**src/fault_recovery_pkg.sv**
```systemverilog
// Constants, offsets and types shared by the fault recovery block.
// Assumes a single 100 MHz clock and a 32-bit AXI4-Lite register bus.
package fault_recovery_pkg;

    // Clock and hiccup timing
    localparam int CLK_HZ = 100_000_000;
    localparam int HICCUP_MS = 130;
    localparam int HICCUP_CYC = HICCUP_MS * (CLK_HZ / 1000);
    localparam int HIC_W = 24;

    // Fault types, one bit each
    localparam int NFT = 4;
    localparam int FT_OVER_VOLT = 0;
    localparam int FT_UNDER_VOLT = 1;
    localparam int FT_OVER_CURR = 2;
    localparam int FT_OVER_TEMP = 3;

    // Register byte offsets
    localparam logic [7:0] OFS_CTRL = 8'h00;
    localparam logic [7:0] OFS_LATCH_CFG = 8'h04;
    localparam logic [7:0] OFS_PROP_CFG = 8'h08;
    localparam logic [7:0] OFS_INJECT = 8'h0c;
    localparam logic [7:0] OFS_STATUS = 8'h10;
    localparam logic [7:0] OFS_FAULT_LOG = 8'h14;
    localparam logic [7:0] OFS_TELEM = 8'h18;

    // Field positions
    localparam int CTRL_ON_BIT = 0;
    localparam int PROP_SYS_LSB = 4;
    localparam int ST_STATE_LSB = 0;
    localparam int ST_OUT_BIT = 2;
    localparam int ST_TRIG_LSB = 4;
    localparam int ST_LATCH_LSB = 8;
    localparam int ST_GRP_BIT = 12;
    localparam int ST_SYS_BIT = 13;
    localparam int TEL_IOUT_LSB = 12;
    localparam int TEL_TEMP_LSB = 20;

    // Reset values
    localparam logic CTRL_ON_RST = 1'h0;
    localparam logic [3:0] LATCH_CFG_RST = 4'h0;
    localparam logic [7:0] PROP_CFG_RST = 8'h0f;
    localparam logic [3:0] INJECT_RST = 4'h0;

    // Bus responses
    localparam logic [1:0] RESP_OKAY = 2'h0;
    localparam logic [1:0] RESP_SLVERR = 2'h2;

    // Converter power state
    typedef enum logic [1:0] {ST_OFF, ST_ON, ST_HICCUP, ST_LATCHED} pwr_state_type;

endpackage : fault_recovery_pkg

```
**src/hiccup_if.sv**
```systemverilog
// Link between the recovery sequencer and its hiccup timer.
// Assumes both ends sit on the same clock.
`timescale 1ns/1ns
interface hiccup_if;
    logic run;
    logic expired;
    modport ctrl (output run, input expired);
    modport timer (input run, output expired);
endinterface : hiccup_if

```
**src/fault_injection_recovery.sv**
```systemverilog
// Fault injection, propagation and recovery sequencer for a load point converter.
// Assumes open-drain group and system lines with external pull-ups, pins asynchronous
// to clk, and an AXI4-Lite master with 32-bit data.
//
// The AXI4-Lite slave port and the placing of the registers were left to the implementer.
`timescale 1ns/1ns

// Notes on behaviour
// Injected faults take exactly the same shutdown and recovery path as real ones.
// Faults pull group or system line low as the propagation setting asks.
// Injected trigger stays active while the inject bit is set, clears on withdrawal.
// Non-latching fault restarts after 130 ms hiccup once trigger clears.
// Latching fault keeps output off after trigger clears until explicit clear.
// Latched fault clears by enable pin toggle or off then on command.
// Manager turns group on when bus power present and converters configured.
// Manager polls voltage, current and temperature of groups with polling enabled.
// Converter samples voltage, current and temperature every cycle regardless of polling.
// Manager reads status registers only for groups with status polling enabled.
// Manager always notices a low group power-good line.
// Auto-on and polling options are per group and touch only the manager.
// Group fault shuts every member down; groups without cross propagation keep running.
// Shared sync/data line carries switching sync and manager communication; here its falling edges are used only as switching sync.
// Hiccup timer starts on trigger release and restarts if fault reasserts.
module fault_injection_recovery import fault_recovery_pkg::*; #(
    parameter int HICCUP_CYCLES = HICCUP_CYC
) (
    // Clock and reset
    input wire logic clk,
    input wire logic rst_b,
    // AXI4-Lite write channels
    input wire logic [7:0] s_axi_awaddr,
    input wire logic s_axi_awvalid,
    output logic s_axi_awready,
    input wire logic [31:0] s_axi_wdata,
    input wire logic [3:0] s_axi_wstrb,
    input wire logic s_axi_wvalid,
    output logic s_axi_wready,
    output logic [1:0] s_axi_bresp,
    output logic s_axi_bvalid,
    input wire logic s_axi_bready,
    // AXI4-Lite read channels
    input wire logic [7:0] s_axi_araddr,
    input wire logic s_axi_arvalid,
    output logic s_axi_arready,
    output logic [31:0] s_axi_rdata,
    output logic [1:0] s_axi_rresp,
    output logic s_axi_rvalid,
    input wire logic s_axi_rready,
    // Converter pins
    input wire logic en_pin,
    input wire logic [NFT-1:0] fault_pin,
    input wire logic sync_data_line,
    output logic out_en,
    output logic sw_sync,
    // Group power-good line, open drain
    input wire logic grp_line_i,
    output logic grp_line_o,
    output logic grp_line_oe,
    // System shutdown line, open drain
    input wire logic sys_line_i,
    output logic sys_line_o,
    output logic sys_line_oe,
    // Measurement samples, same clock
    input wire logic [11:0] adc_vout,
    input wire logic [7:0] adc_iout,
    input wire logic [7:0] adc_temp
);

    typedef struct packed {
        pwr_state_type st;
        logic out_en;
        logic on_cmd;
        logic [NFT-1:0] latch_cfg;
        logic [2*NFT-1:0] prop;
        logic [NFT-1:0] inject;
        logic [NFT-1:0] latched;
        logic [NFT-1:0] log;
        logic grp_oe;
        logic sys_oe;
        logic sw_sync;
        logic sdl_prev;
        logic [11:0] vout;
        logic [7:0] iout;
        logic [7:0] temp;
        logic awready;
        logic wready;
        logic bvalid;
        logic [1:0] bresp;
        logic arready;
        logic rvalid;
        logic [31:0] rdata;
        logic [1:0] rresp;
        logic aw_have;
        logic w_have;
        logic [7:0] awaddr;
        logic [31:0] wdata;
        logic [3:0] wstrb;
    } top_state_type;

    top_state_type s_q;
    top_state_type s_d;

    logic [NFT+3:0] pins_s;
    logic en_s;
    logic [NFT-1:0] flt_s;
    logic sdl_s;
    logic grp_low;
    logic sys_low;
    logic [NFT-1:0] trig;
    logic [NFT-1:0] own_lat;
    logic grp_ext;
    logic sys_ext;
    logic any_stop;
    logic enable;
    logic [31:0] rd_word;
    logic rd_ok;
    logic [31:0] status_word;

    hiccup_if hif ();

    // All pins share one synchroniser bank; active-high pins enter inverted so the all-ones reset reads idle
    pin_sync3 #(.W(NFT + 4)) u_sync (
        .clk(clk),
        .rst_b(rst_b),
        .din({sys_line_i, grp_line_i, sync_data_line, ~fault_pin, ~en_pin}),
        .dout(pins_s)
    );

    hiccup_timer #(.CYC(HICCUP_CYCLES)) u_hiccup (
        .clk(clk),
        .rst_b(rst_b),
        .hif(hif)
    );

    // Pin decode; lines are active low when pulled
    assign en_s = !pins_s[0];
    assign flt_s = ~pins_s[NFT:1];
    assign sdl_s = pins_s[NFT+1];
    assign grp_low = !pins_s[NFT+2];
    assign sys_low = !pins_s[NFT+3];

    // Real and injected triggers merge so both follow one path
    assign trig = flt_s | s_q.inject;
    assign own_lat = trig & s_q.latch_cfg;
    // Our own pull must not read back as a neighbour's fault
    assign grp_ext = grp_low && !s_q.grp_oe;
    assign sys_ext = sys_low && !s_q.sys_oe;
    assign any_stop = (|trig) || grp_ext || sys_ext;
    assign enable = en_s && s_q.on_cmd;
    // Timer only runs once every stop cause has gone
    assign hif.run = (s_q.st == ST_HICCUP) && !any_stop;

    // Status word built from live state
    always_comb begin
        status_word = '0;
        status_word[ST_STATE_LSB +: 2] = s_q.st;
        status_word[ST_OUT_BIT] = s_q.out_en;
        status_word[ST_TRIG_LSB +: NFT] = trig;
        status_word[ST_LATCH_LSB +: NFT] = s_q.latched;
        status_word[ST_GRP_BIT] = grp_low;
        status_word[ST_SYS_BIT] = sys_low;
    end

    // Read decode; unmapped offsets answer with an error
    always_comb begin
        rd_word = '0;
        rd_ok = 1'b1;
        unique case (s_axi_araddr)
            OFS_CTRL: rd_word[CTRL_ON_BIT] = s_q.on_cmd;
            OFS_LATCH_CFG: rd_word[NFT-1:0] = s_q.latch_cfg;
            OFS_PROP_CFG: rd_word[2*NFT-1:0] = s_q.prop;
            OFS_INJECT: rd_word[NFT-1:0] = s_q.inject;
            OFS_STATUS: rd_word = status_word;
            OFS_FAULT_LOG: rd_word[NFT-1:0] = s_q.log;
            OFS_TELEM: rd_word = {4'h0, s_q.temp, s_q.iout, s_q.vout};
            default: rd_ok = 1'b0;
        endcase
    end

    // Next-state logic for sequencer, lines and register file
    always_comb begin
        s_d = s_q;

        // Measurements follow the converter at all times
        s_d.vout = adc_vout;
        s_d.iout = adc_iout;
        s_d.temp = adc_temp;

        // Switching sync taken from falling edges of the shared line
        s_d.sdl_prev = sdl_s;
        s_d.sw_sync = s_q.sdl_prev && !sdl_s;

        // Power sequencer
        unique case (s_q.st)
            ST_OFF: begin
                s_d.latched = '0;
                if (enable && !any_stop) begin
                    s_d.st = ST_ON;
                end
            end
            ST_ON: begin
                if (!enable) begin
                    s_d.st = ST_OFF;
                end else if (|own_lat) begin
                    s_d.st = ST_LATCHED;
                    s_d.latched = own_lat;
                end else if (any_stop) begin
                    s_d.st = ST_HICCUP;
                end
            end
            ST_HICCUP: begin
                if (!enable) begin
                    s_d.st = ST_OFF;
                end else if (|own_lat) begin
                    s_d.st = ST_LATCHED;
                    s_d.latched = own_lat;
                end else if (hif.expired) begin
                    s_d.st = ST_ON;
                end
            end
            ST_LATCHED: begin
                // Trigger release alone never leaves here
                s_d.latched = s_q.latched | own_lat;
                if (!enable) begin
                    s_d.st = ST_OFF;
                end
            end
        endcase
        s_d.out_en = (s_d.st == ST_ON);

        // Propagation: live or latched faults hold the lines low
        s_d.grp_oe = |((trig | s_d.latched) & s_q.prop[NFT-1:0]);
        s_d.sys_oe = |((trig | s_d.latched) & s_q.prop[PROP_SYS_LSB +: NFT]);

        // Sticky fault log; a new fault beats a same-cycle clear
        s_d.log = s_q.log | trig;

        // Write address and data are taken independently
        if (s_q.awready && s_axi_awvalid) begin
            s_d.aw_have = 1'b1;
            s_d.awaddr = s_axi_awaddr;
        end
        if (s_q.wready && s_axi_wvalid) begin
            s_d.w_have = 1'b1;
            s_d.wdata = s_axi_wdata;
            s_d.wstrb = s_axi_wstrb;
        end
        if (s_q.bvalid && s_axi_bready) begin
            s_d.bvalid = 1'b0;
        end

        // Commit once both halves are held; all fields live in byte lane 0
        if (s_q.aw_have && s_q.w_have && !s_q.bvalid) begin
            s_d.aw_have = 1'b0;
            s_d.w_have = 1'b0;
            s_d.bvalid = 1'b1;
            s_d.bresp = RESP_OKAY;
            unique case (s_q.awaddr)
                OFS_CTRL: if (s_q.wstrb[0]) s_d.on_cmd = s_q.wdata[CTRL_ON_BIT];
                OFS_LATCH_CFG: if (s_q.wstrb[0]) s_d.latch_cfg = s_q.wdata[NFT-1:0];
                OFS_PROP_CFG: if (s_q.wstrb[0]) s_d.prop = s_q.wdata[2*NFT-1:0];
                OFS_INJECT: if (s_q.wstrb[0]) s_d.inject = s_q.wdata[NFT-1:0];
                OFS_FAULT_LOG: if (s_q.wstrb[0]) s_d.log = (s_q.log & ~s_q.wdata[NFT-1:0]) | trig;
                OFS_STATUS, OFS_TELEM: ;
                default: s_d.bresp = RESP_SLVERR;
            endcase
        end
        s_d.awready = !s_d.aw_have && !s_d.bvalid;
        s_d.wready = !s_d.w_have && !s_d.bvalid;

        // Single outstanding read, answered the next cycle
        if (s_q.arready && s_axi_arvalid) begin
            s_d.rvalid = 1'b1;
            s_d.rdata = rd_word;
            s_d.rresp = rd_ok ? RESP_OKAY : RESP_SLVERR;
        end else if (s_q.rvalid && s_axi_rready) begin
            s_d.rvalid = 1'b0;
        end
        s_d.arready = !s_d.rvalid;
    end

    // State register
    always_ff @(posedge clk) begin
        if (!rst_b) begin
            s_q <= '0;
            s_q.st <= ST_OFF;
            s_q.on_cmd <= CTRL_ON_RST;
            s_q.latch_cfg <= LATCH_CFG_RST;
            s_q.prop <= PROP_CFG_RST;
            s_q.inject <= INJECT_RST;
            s_q.sdl_prev <= 1'b1;
        end else begin
            s_q <= s_d;
        end
    end

    // Outputs straight from flops; open-drain data is always low
    assign s_axi_awready = s_q.awready;
    assign s_axi_wready = s_q.wready;
    assign s_axi_bvalid = s_q.bvalid;
    assign s_axi_bresp = s_q.bresp;
    assign s_axi_arready = s_q.arready;
    assign s_axi_rvalid = s_q.rvalid;
    assign s_axi_rdata = s_q.rdata;
    assign s_axi_rresp = s_q.rresp;
    assign out_en = s_q.out_en;
    assign sw_sync = s_q.sw_sync;
    assign grp_line_o = 1'b0;
    assign grp_line_oe = s_q.grp_oe;
    assign sys_line_o = 1'b0;
    assign sys_line_oe = s_q.sys_oe;
endmodule : fault_injection_recovery

```
**src/hiccup_timer.sv**
```systemverilog
// Hiccup delay counter for non-latching fault restart.
// Assumes run is held high for the whole wait; dropping it restarts the count.
`timescale 1ns/1ns
module hiccup_timer import fault_recovery_pkg::*; #(
    parameter int CYC = HICCUP_CYC
) (
    // Clock and reset
    input wire logic clk,
    input wire logic rst_b,
    // Sequencer link
    hiccup_if.timer hif
);

    typedef struct packed {
        logic [HIC_W-1:0] cnt;
        logic expired;
    } hic_state_type;

    hic_state_type s_q;
    hic_state_type s_d;

    // Count while run holds; any drop clears the count
    always_comb begin
        s_d = s_q;
        if (!hif.run) begin
            s_d.cnt = '0;
            s_d.expired = 1'b0;
        end else if (s_q.cnt == HIC_W'(CYC - 1)) begin
            s_d.expired = 1'b1;
        end else begin
            s_d.cnt = s_q.cnt + 1'b1;
        end
    end

    always_ff @(posedge clk) begin
        if (!rst_b) begin
            s_q <= '0;
        end else begin
            s_q <= s_d;
        end
    end

    assign hif.expired = s_q.expired;
endmodule : hiccup_timer

```
**src/pin_sync3.sv**
```systemverilog
// Three-stage synchroniser with agreement filter for pin inputs.
// Assumes inputs are asynchronous to clk; output changes once stages two and three agree.
`timescale 1ns/1ns
module pin_sync3 import fault_recovery_pkg::*; #(
    parameter int W = 8
) (
    // Clock and reset
    input wire logic clk,
    input wire logic rst_b,
    // Raw and filtered levels
    input wire logic [W-1:0] din,
    output logic [W-1:0] dout
);

    typedef struct packed {
        logic [W-1:0] s1;
        logic [W-1:0] s2;
        logic [W-1:0] s3;
        logic [W-1:0] q;
    } sync_state_type;

    sync_state_type s_q;
    sync_state_type s_d;

    // Per-bit chain; first stage feeds only the second
    generate
        for (genvar i = 0; i < W; i++) begin : g_bit
            always_comb begin
                s_d.s1[i] = din[i];
                s_d.s2[i] = s_q.s1[i];
                s_d.s3[i] = s_q.s2[i];
                s_d.q[i] = (s_q.s2[i] == s_q.s3[i]) ? s_q.s3[i] : s_q.q[i];
            end
        end
    endgenerate

    // Reset to released-line level (all ones) so idle open-drain lines read high
    always_ff @(posedge clk) begin
        if (!rst_b) begin
            s_q <= '1;
        end else begin
            s_q <= s_d;
        end
    end

    assign dout = s_q.q;

endmodule : pin_sync3

```
**config.mk**
```make
export PLATFORM = sky130hd
export DESIGN_NAME = fault_injection_recovery
export DESIGN_NICKNAME = d
export VERILOG_FILES = /design/src/fault_recovery_pkg.sv /design/src/hiccup_if.sv /design/src/fault_injection_recovery.sv /design/src/hiccup_timer.sv /design/src/pin_sync3.sv
export SDC_FILE = /design/constraint.sdc
export NUM_CORES = 1
export LEC_CHECK = 0
export CORE_UTILIZATION = 55
export CTS_CLUSTER_DIAMETER = 50
export CTS_CLUSTER_SIZE = 14
export DETAILED_ROUTE_END_ITERATION = 7
export DONT_BUFFER_PORTS = 1
export GPL_ROUTABILITY_DRIVEN = 0
export GPL_TIMING_DRIVEN = 0
export PLACE_DENSITY = 0.7
export RECOVER_POWER = 50
export SLEW_MARGIN = 20
export SYNTH_ARGS = -nofsm -noshare
export SYNTH_HDL_FRONTEND = slang
export SYNTH_SLANG_ARGS = --single-unit
```
**constraint.sdc**
```tcl
create_clock -name clk -period 2.3 [get_ports clk]
set_input_delay 0.69 -clock clk [delete_from_list [all_inputs] [get_ports clk]]
set_output_delay 0.69 -clock clk [all_outputs]
set_load 0.01 [all_outputs]
```
# Word level (Yosys, flattened, before mapping)
# Index checks and enable logic that the tools add are counted.
# word_totals
ff_bits	177
input_bits	95
output_inout_bits	47
elab_cells	153
# op_classes
n_addsub	1
eq_ne	25
mux	29
n_bitwise	13
reduce_logical	44
# ops
operator	count
$eq 8x5->1 const B	6
$pmux 20 s2	1
$eq 8x4->1 const B	4
$add 24x1->24 const B	1
$eq 24x24->1 const B	1
$pmux 4 s3	2
$mux 2	11
$mux 4	5
$or 4x4->4	5
$pmux 3 s6	1
$and 4x4->4	4
$eq 8x3->1 const B	2
$logic_not 8->1	2
$reduce_or 4->1	4
$logic_and 1x1->1	15
$reduce_or 7->1	2
$logic_not 1->1	12
$not 4->4	3
$reduce_and 3->1	4
$eq 1x1->1	8
$pmux 2 s4	1
$pmux 1 s7	1
$mux 1	6
$eq 2x1->1 const B	2
7 further kinds	9

# Depth between registers and ports, before layout
# depth
word_depth	10
depth_mapped	8
ltp_nobuf	7

# Cells and area by module
# From an unflattened synthesis, not the netlist that was laid out.
# unflattened
cells_unflattened	795
hier_area_um2	7049.3
# modules_own_cells
module	n_inst	cells_each	area_each_um2	seq_area_each_um2
fault_injection_recovery	1	550	4789.6	2282.2
hiccup_timer	1	154	1282.5	500.5
pin_sync3	1	91	977.2	640.6

# Worst setup path before layout
# No wires, ideal clock.
# synth_path
path_type	input-to-reg
startpoint	input s_axi_araddr[1]
endpoint	register s_q (netlist bit s_axi_rdata[1])
setup_ns	0.074
arrival_ns	2.082
t_required_ns	2.226
slack_ns	0.144
cell_stages	5
n_path_buf	0
path_cell_list	or4_4 > a311oi_1 > nand3_1 > or2_2 > o21ai_0
# synth_via
elab_chain_len	2
elab_cells_between_ends	7
cone_classes	6 x eq/ne; 1 x mux
# synth_rtl
element	line_no	text
start: declaration	fault_injection_recovery.sv:42	input wire logic [7:0] s_axi_araddr,
$eq 8x5->1 (tied with other cells)	fault_injection_recovery.sv:168	unique case (s_axi_araddr)
$pmux 3 s6 *	fault_injection_recovery.sv:168	
end: declaration	fault_injection_recovery.sv:100	top_state_type s_q;
# Every way passes the cells marked *; elsewhere a longest branch is shown, timed or not.
# A chain may end at the register's enable or synchronous reset.

# Worst setup path after layout
# layout_path
startpoint	input s_axi_araddr[4]
endpoint	register s_q (netlist bit s_axi_rdata[6])
# layout_via
elab_chain_len	2
elab_cells_between_ends	4
cone_classes	3 x eq/ne; 1 x mux
# layout_rtl
element	line_no
$eq 8x5->1 / $eq 8x4->1 (equally long branches)	fault_injection_recovery.sv:168
$pmux 4 s3 *	fault_injection_recovery.sv:168
# Marked as above.

==> metrics.md <==
| Metric | Value |
|---|---|
| Vias | `approximately 5,500` |
| Maximum clock insertion buffer count | `2` |
| Worst-Margin Slew | `1.00 ns` |
| Cts repair resizes | `0` |
| Worst setup EP type | `flip-flop` |
| Antenna violations before repair | `1` |
| Final Max Tran Viols | `0` |
| CP Launch Type | `input port` |
| Die Height | `115 µm` |
| DRC | `0` |
| Final period util | `a little over nine tenths` |
| Fillers | `around 1,000` |
| DP Wirelength | `between 10,000 and 15,000 µm` |
| Yosys top cell area share | `between 40% and 50%` |
| Tmin final | `2.19 ns` |
| Arrival time at the worst endpoint | `2.56 ns` |
| TritonCTS clock tree | `built` |
| Starting Density | `57.3%` |
| Ports | `142` |
| Mean post-synth cell area | `8.98 µm²` |
| Post-synth top area cell | `dfxtp_1` |
| Post-synth ARST share | `0%` |
| WL final | `between 15,000 and 20,000 µm` |
| Place WS | `-0.253 ns` |
| CTS root buffer | `clkbuf_16` |
| Area post-placement | `between 0.007 and 0.008 mm²` |
| GRT overflow | `0` |
| RSZ-0062 raised after global routing | `false` |
| Final Cell Area | `0.00778 mm²` |
| Synthesized instance count | `just under 800` |
| Rows | `40` |
| Clk_skew | `about 0.0086 ns` |
| Post-layout util | `around 64%` |
| Final worst slack | `between 0.1 and 0.15 ns` |
| Worst-path clk slew | `roughly 0.060 ns` |
| Sequential share of the synthesized area | `between 40% and 50%` |
| Nets@finish | `around 900` |
| Synthesis-to-layout area growth | `11.6%` |
| Worst Hold Depth | `1` |
| Tot GR Track Use | `27.0%` |
| Endpoints failing hold | `0` |
| Power after layout | `6390 µW` |
| Via/cell ratio | `~5.6` |
| DRT antenna net count | `0` |
| Post-CTS setup repair buffer count | `0` |
| Final setup viols | `0` |
| Buffers on Ports | `0` |
| Die area | `~0.013 mm²` |
| Hold Path Class | `in -> reg` |
| Cts bufs inserted | `17` |
| Post-CTS Hold Buffers | `0` |
| Worst hold slack | `about 0.33 ns` |
| Core box area | `approximately 0.012 mm²` |
| Slew headroom | `between 30% and 40%` |
| Mapped Area | `~0.007 mm²` |
| Register Area | `around 0.0034 mm²` |
| PD cells | `between 800 and 900 mW/mm²` |
| Wire length per cell | `17.2 µm` |
| Yosys cell types | `60` |
| Worst vdd ir | `0.000536 V` |
| First-pass GRT wire length | `about 27,000 µm` |
| EDFF count, synth | `0` |
| Max cap viols | `0` |
| Top-count cell post-synth | `dfxtp_1` |
| Status | `completed` |
| Largest net degree at the start of global routing | `17` |
| Share of layout cells above drive strength 1 | `under 10%` |
| Critical path class | `in -> reg` |
| Worst skew pair latency | `roughly 0.42 ns` |
| Synth warn | `0` |
| CTS Sinks | `171` |
| Worst-path maximum fanout | `10` |
| Main synth FF type | `dfxtp_1` |
| Initial drt markers | `439` |
| Multi-input gate area | `between 0.003 and 0.004 mm²` |
| Fmax | `around 0.46 GHz` |
| Top cells by area, synth | `dfxtp_1 (49%), nand2_1 (4.8%), a21oi_1 (4.1%)` |
| Die W | `around 110 µm` |
| Number of global-route vias before repair | `5,370` |
| Register bit total from synthesis | `171` |
| Commonest cells in the netlist | `dfxtp_1 (171), nand2_1 (89), nor2_1 (69)` |
| DR pass1 iterations | `6` |
| H-tree levels | `4` |
| Reg2reg path depth | `4` |
| Critical Path RT | `2.67 ns` |
| Leak | `around 0.0029 µW` |
[registers in the layout, indices dropped and copies added (netlist names)]
name and count:
grp_line_oe 1, out_en 1, s_axi_arready 1, s_axi_awready 1, s_axi_bresp 1, s_axi_bvalid 1, s_axi_rdata 28, s_axi_rresp 1
s_axi_rvalid 1, s_axi_wready 1, s_q 75, sw_sync 1, sys_line_oe 1, u_hiccup.hif.expired 1, u_hiccup.s_q 24, u_sync.dout 8
u_sync.s_d 16, u_sync.s_q 8
[cell usage in the layout, fill, tap and decap left out, drive strengths merged, types with 4 or more instances in the layout]
| master | instances |
|---|---|
| nor2b | 6 |
| ha | 5 |
| or4 | 4 |
| buf | 31 |
| a22o | 8 |
| nor3 | 16 |
| clkbuf | 67 |
| a221oi | 8 |
| o21a | 4 |
| inv | 19 |
| bufinv | 4 |
| a21oi | 57 |
| dfxtp | 171 |
| nand4 | 6 |
| nand3 | 32 |
| xnor2 | 12 |
| mux2i | 20 |
| xor2 | 7 |
| conb | 8 |
| nor2 | 69 |
| a21boi | 6 |
| nand2 | 89 |
| a21o | 4 |
| nand2b | 31 |
| nor4 | 5 |
| mux2 | 6 |
| o22ai | 5 |
| a22oi | 6 |
| and2 | 36 |
| o21ai | 25 |
[layout make-up]
class	count	area share, %
diodes	1	0.0322
plain buffers	77	4.86
clock buffers	20	5.74
clock inverters	12	2.38
inverters	16	0.772
multi-input cells	519	39.4
flip-flops and latches	171	44.0
well taps	168	2.70
repair buffers	1	0.0965
[final timing paths]
path | startpoint | end | slack (ns)
worst max-delay path | s_axi_araddr[4] | s_axi_rdata[6]$_SDFFE_PN0P_ | 0.11
worst min register to register | u_sync.s_d[22]$_SDFF_PN1_ | u_sync.s_d[14]$_SDFF_PN1_ | 0.41
worst min-delay path | fault_pin[2] | u_sync.s_d[19]$_SDFF_PN1_ | 0.33
worst max register to register | s_q[37]$_SDFFE_PN0P_ | s_q[120]$_SDFF_PN0_ | 0.21
[routing by layer]
layer | part of all wire (%) | wire length [µm] | up-vias | track usage, %
met4 | 2.2 | 370 | 2 | 10.2
li1 | - | - | 2668 | -
met5 | 0.065 | 11 | - | 0
met3 | 5.8 | 982 | 33 | 6.67
met1 | 44 | 7390 | 2629 | 33.9
met2 | 48 | 8170 | 168 | 44.7
[kinds of logic (layout without fill, tap and decap cells)]
logic type | after synthesis | in the layout | share of synthesized area [%]
simple gates | 314 | 314 | 22.8
flops | 171 | 171 | 49.1
compound gates | 147 | 147 | 13.6
buf+inv | 93 | 126 | 7.31
mux | 26 | 26 | 3.84
xor+xnor | 19 | 19 | 2.39
fa+ha+maj | 5 | 5 | 0.898
other cells | 1 | 9 | 0.0538
[report_power, final]
| group | total (µW) | internal (µW) | switching [µW] |
|---|---|---|---|
| Sequential | 3090 | 3040 | 48.7 |
| Combinational | 254 | 95.2 | 159 |
| Clock | 3050 | 1860 | 1190 |
[critical path, stage by stage]
cell	delay [ns]
buf_2	0.23
buf_1	0.44
o211ai_1	0.16
nor4_1	0.78
a22o_1	0.24
[stage by stage]
| step | TNS [ns] | std cells |
|---|---|---|
| 6_report | 0 | 985 |
| 5_1_grt | 0 | 984 |
| 4_1_cts | 0 | 983 |
| 3_5_place_dp | -3.95 | 951 |
| 3_3_place_gp | -3.48 | 951 |
| 2_1_floorplan | 0 | 783 |
(Power assumes the default switching activity.)
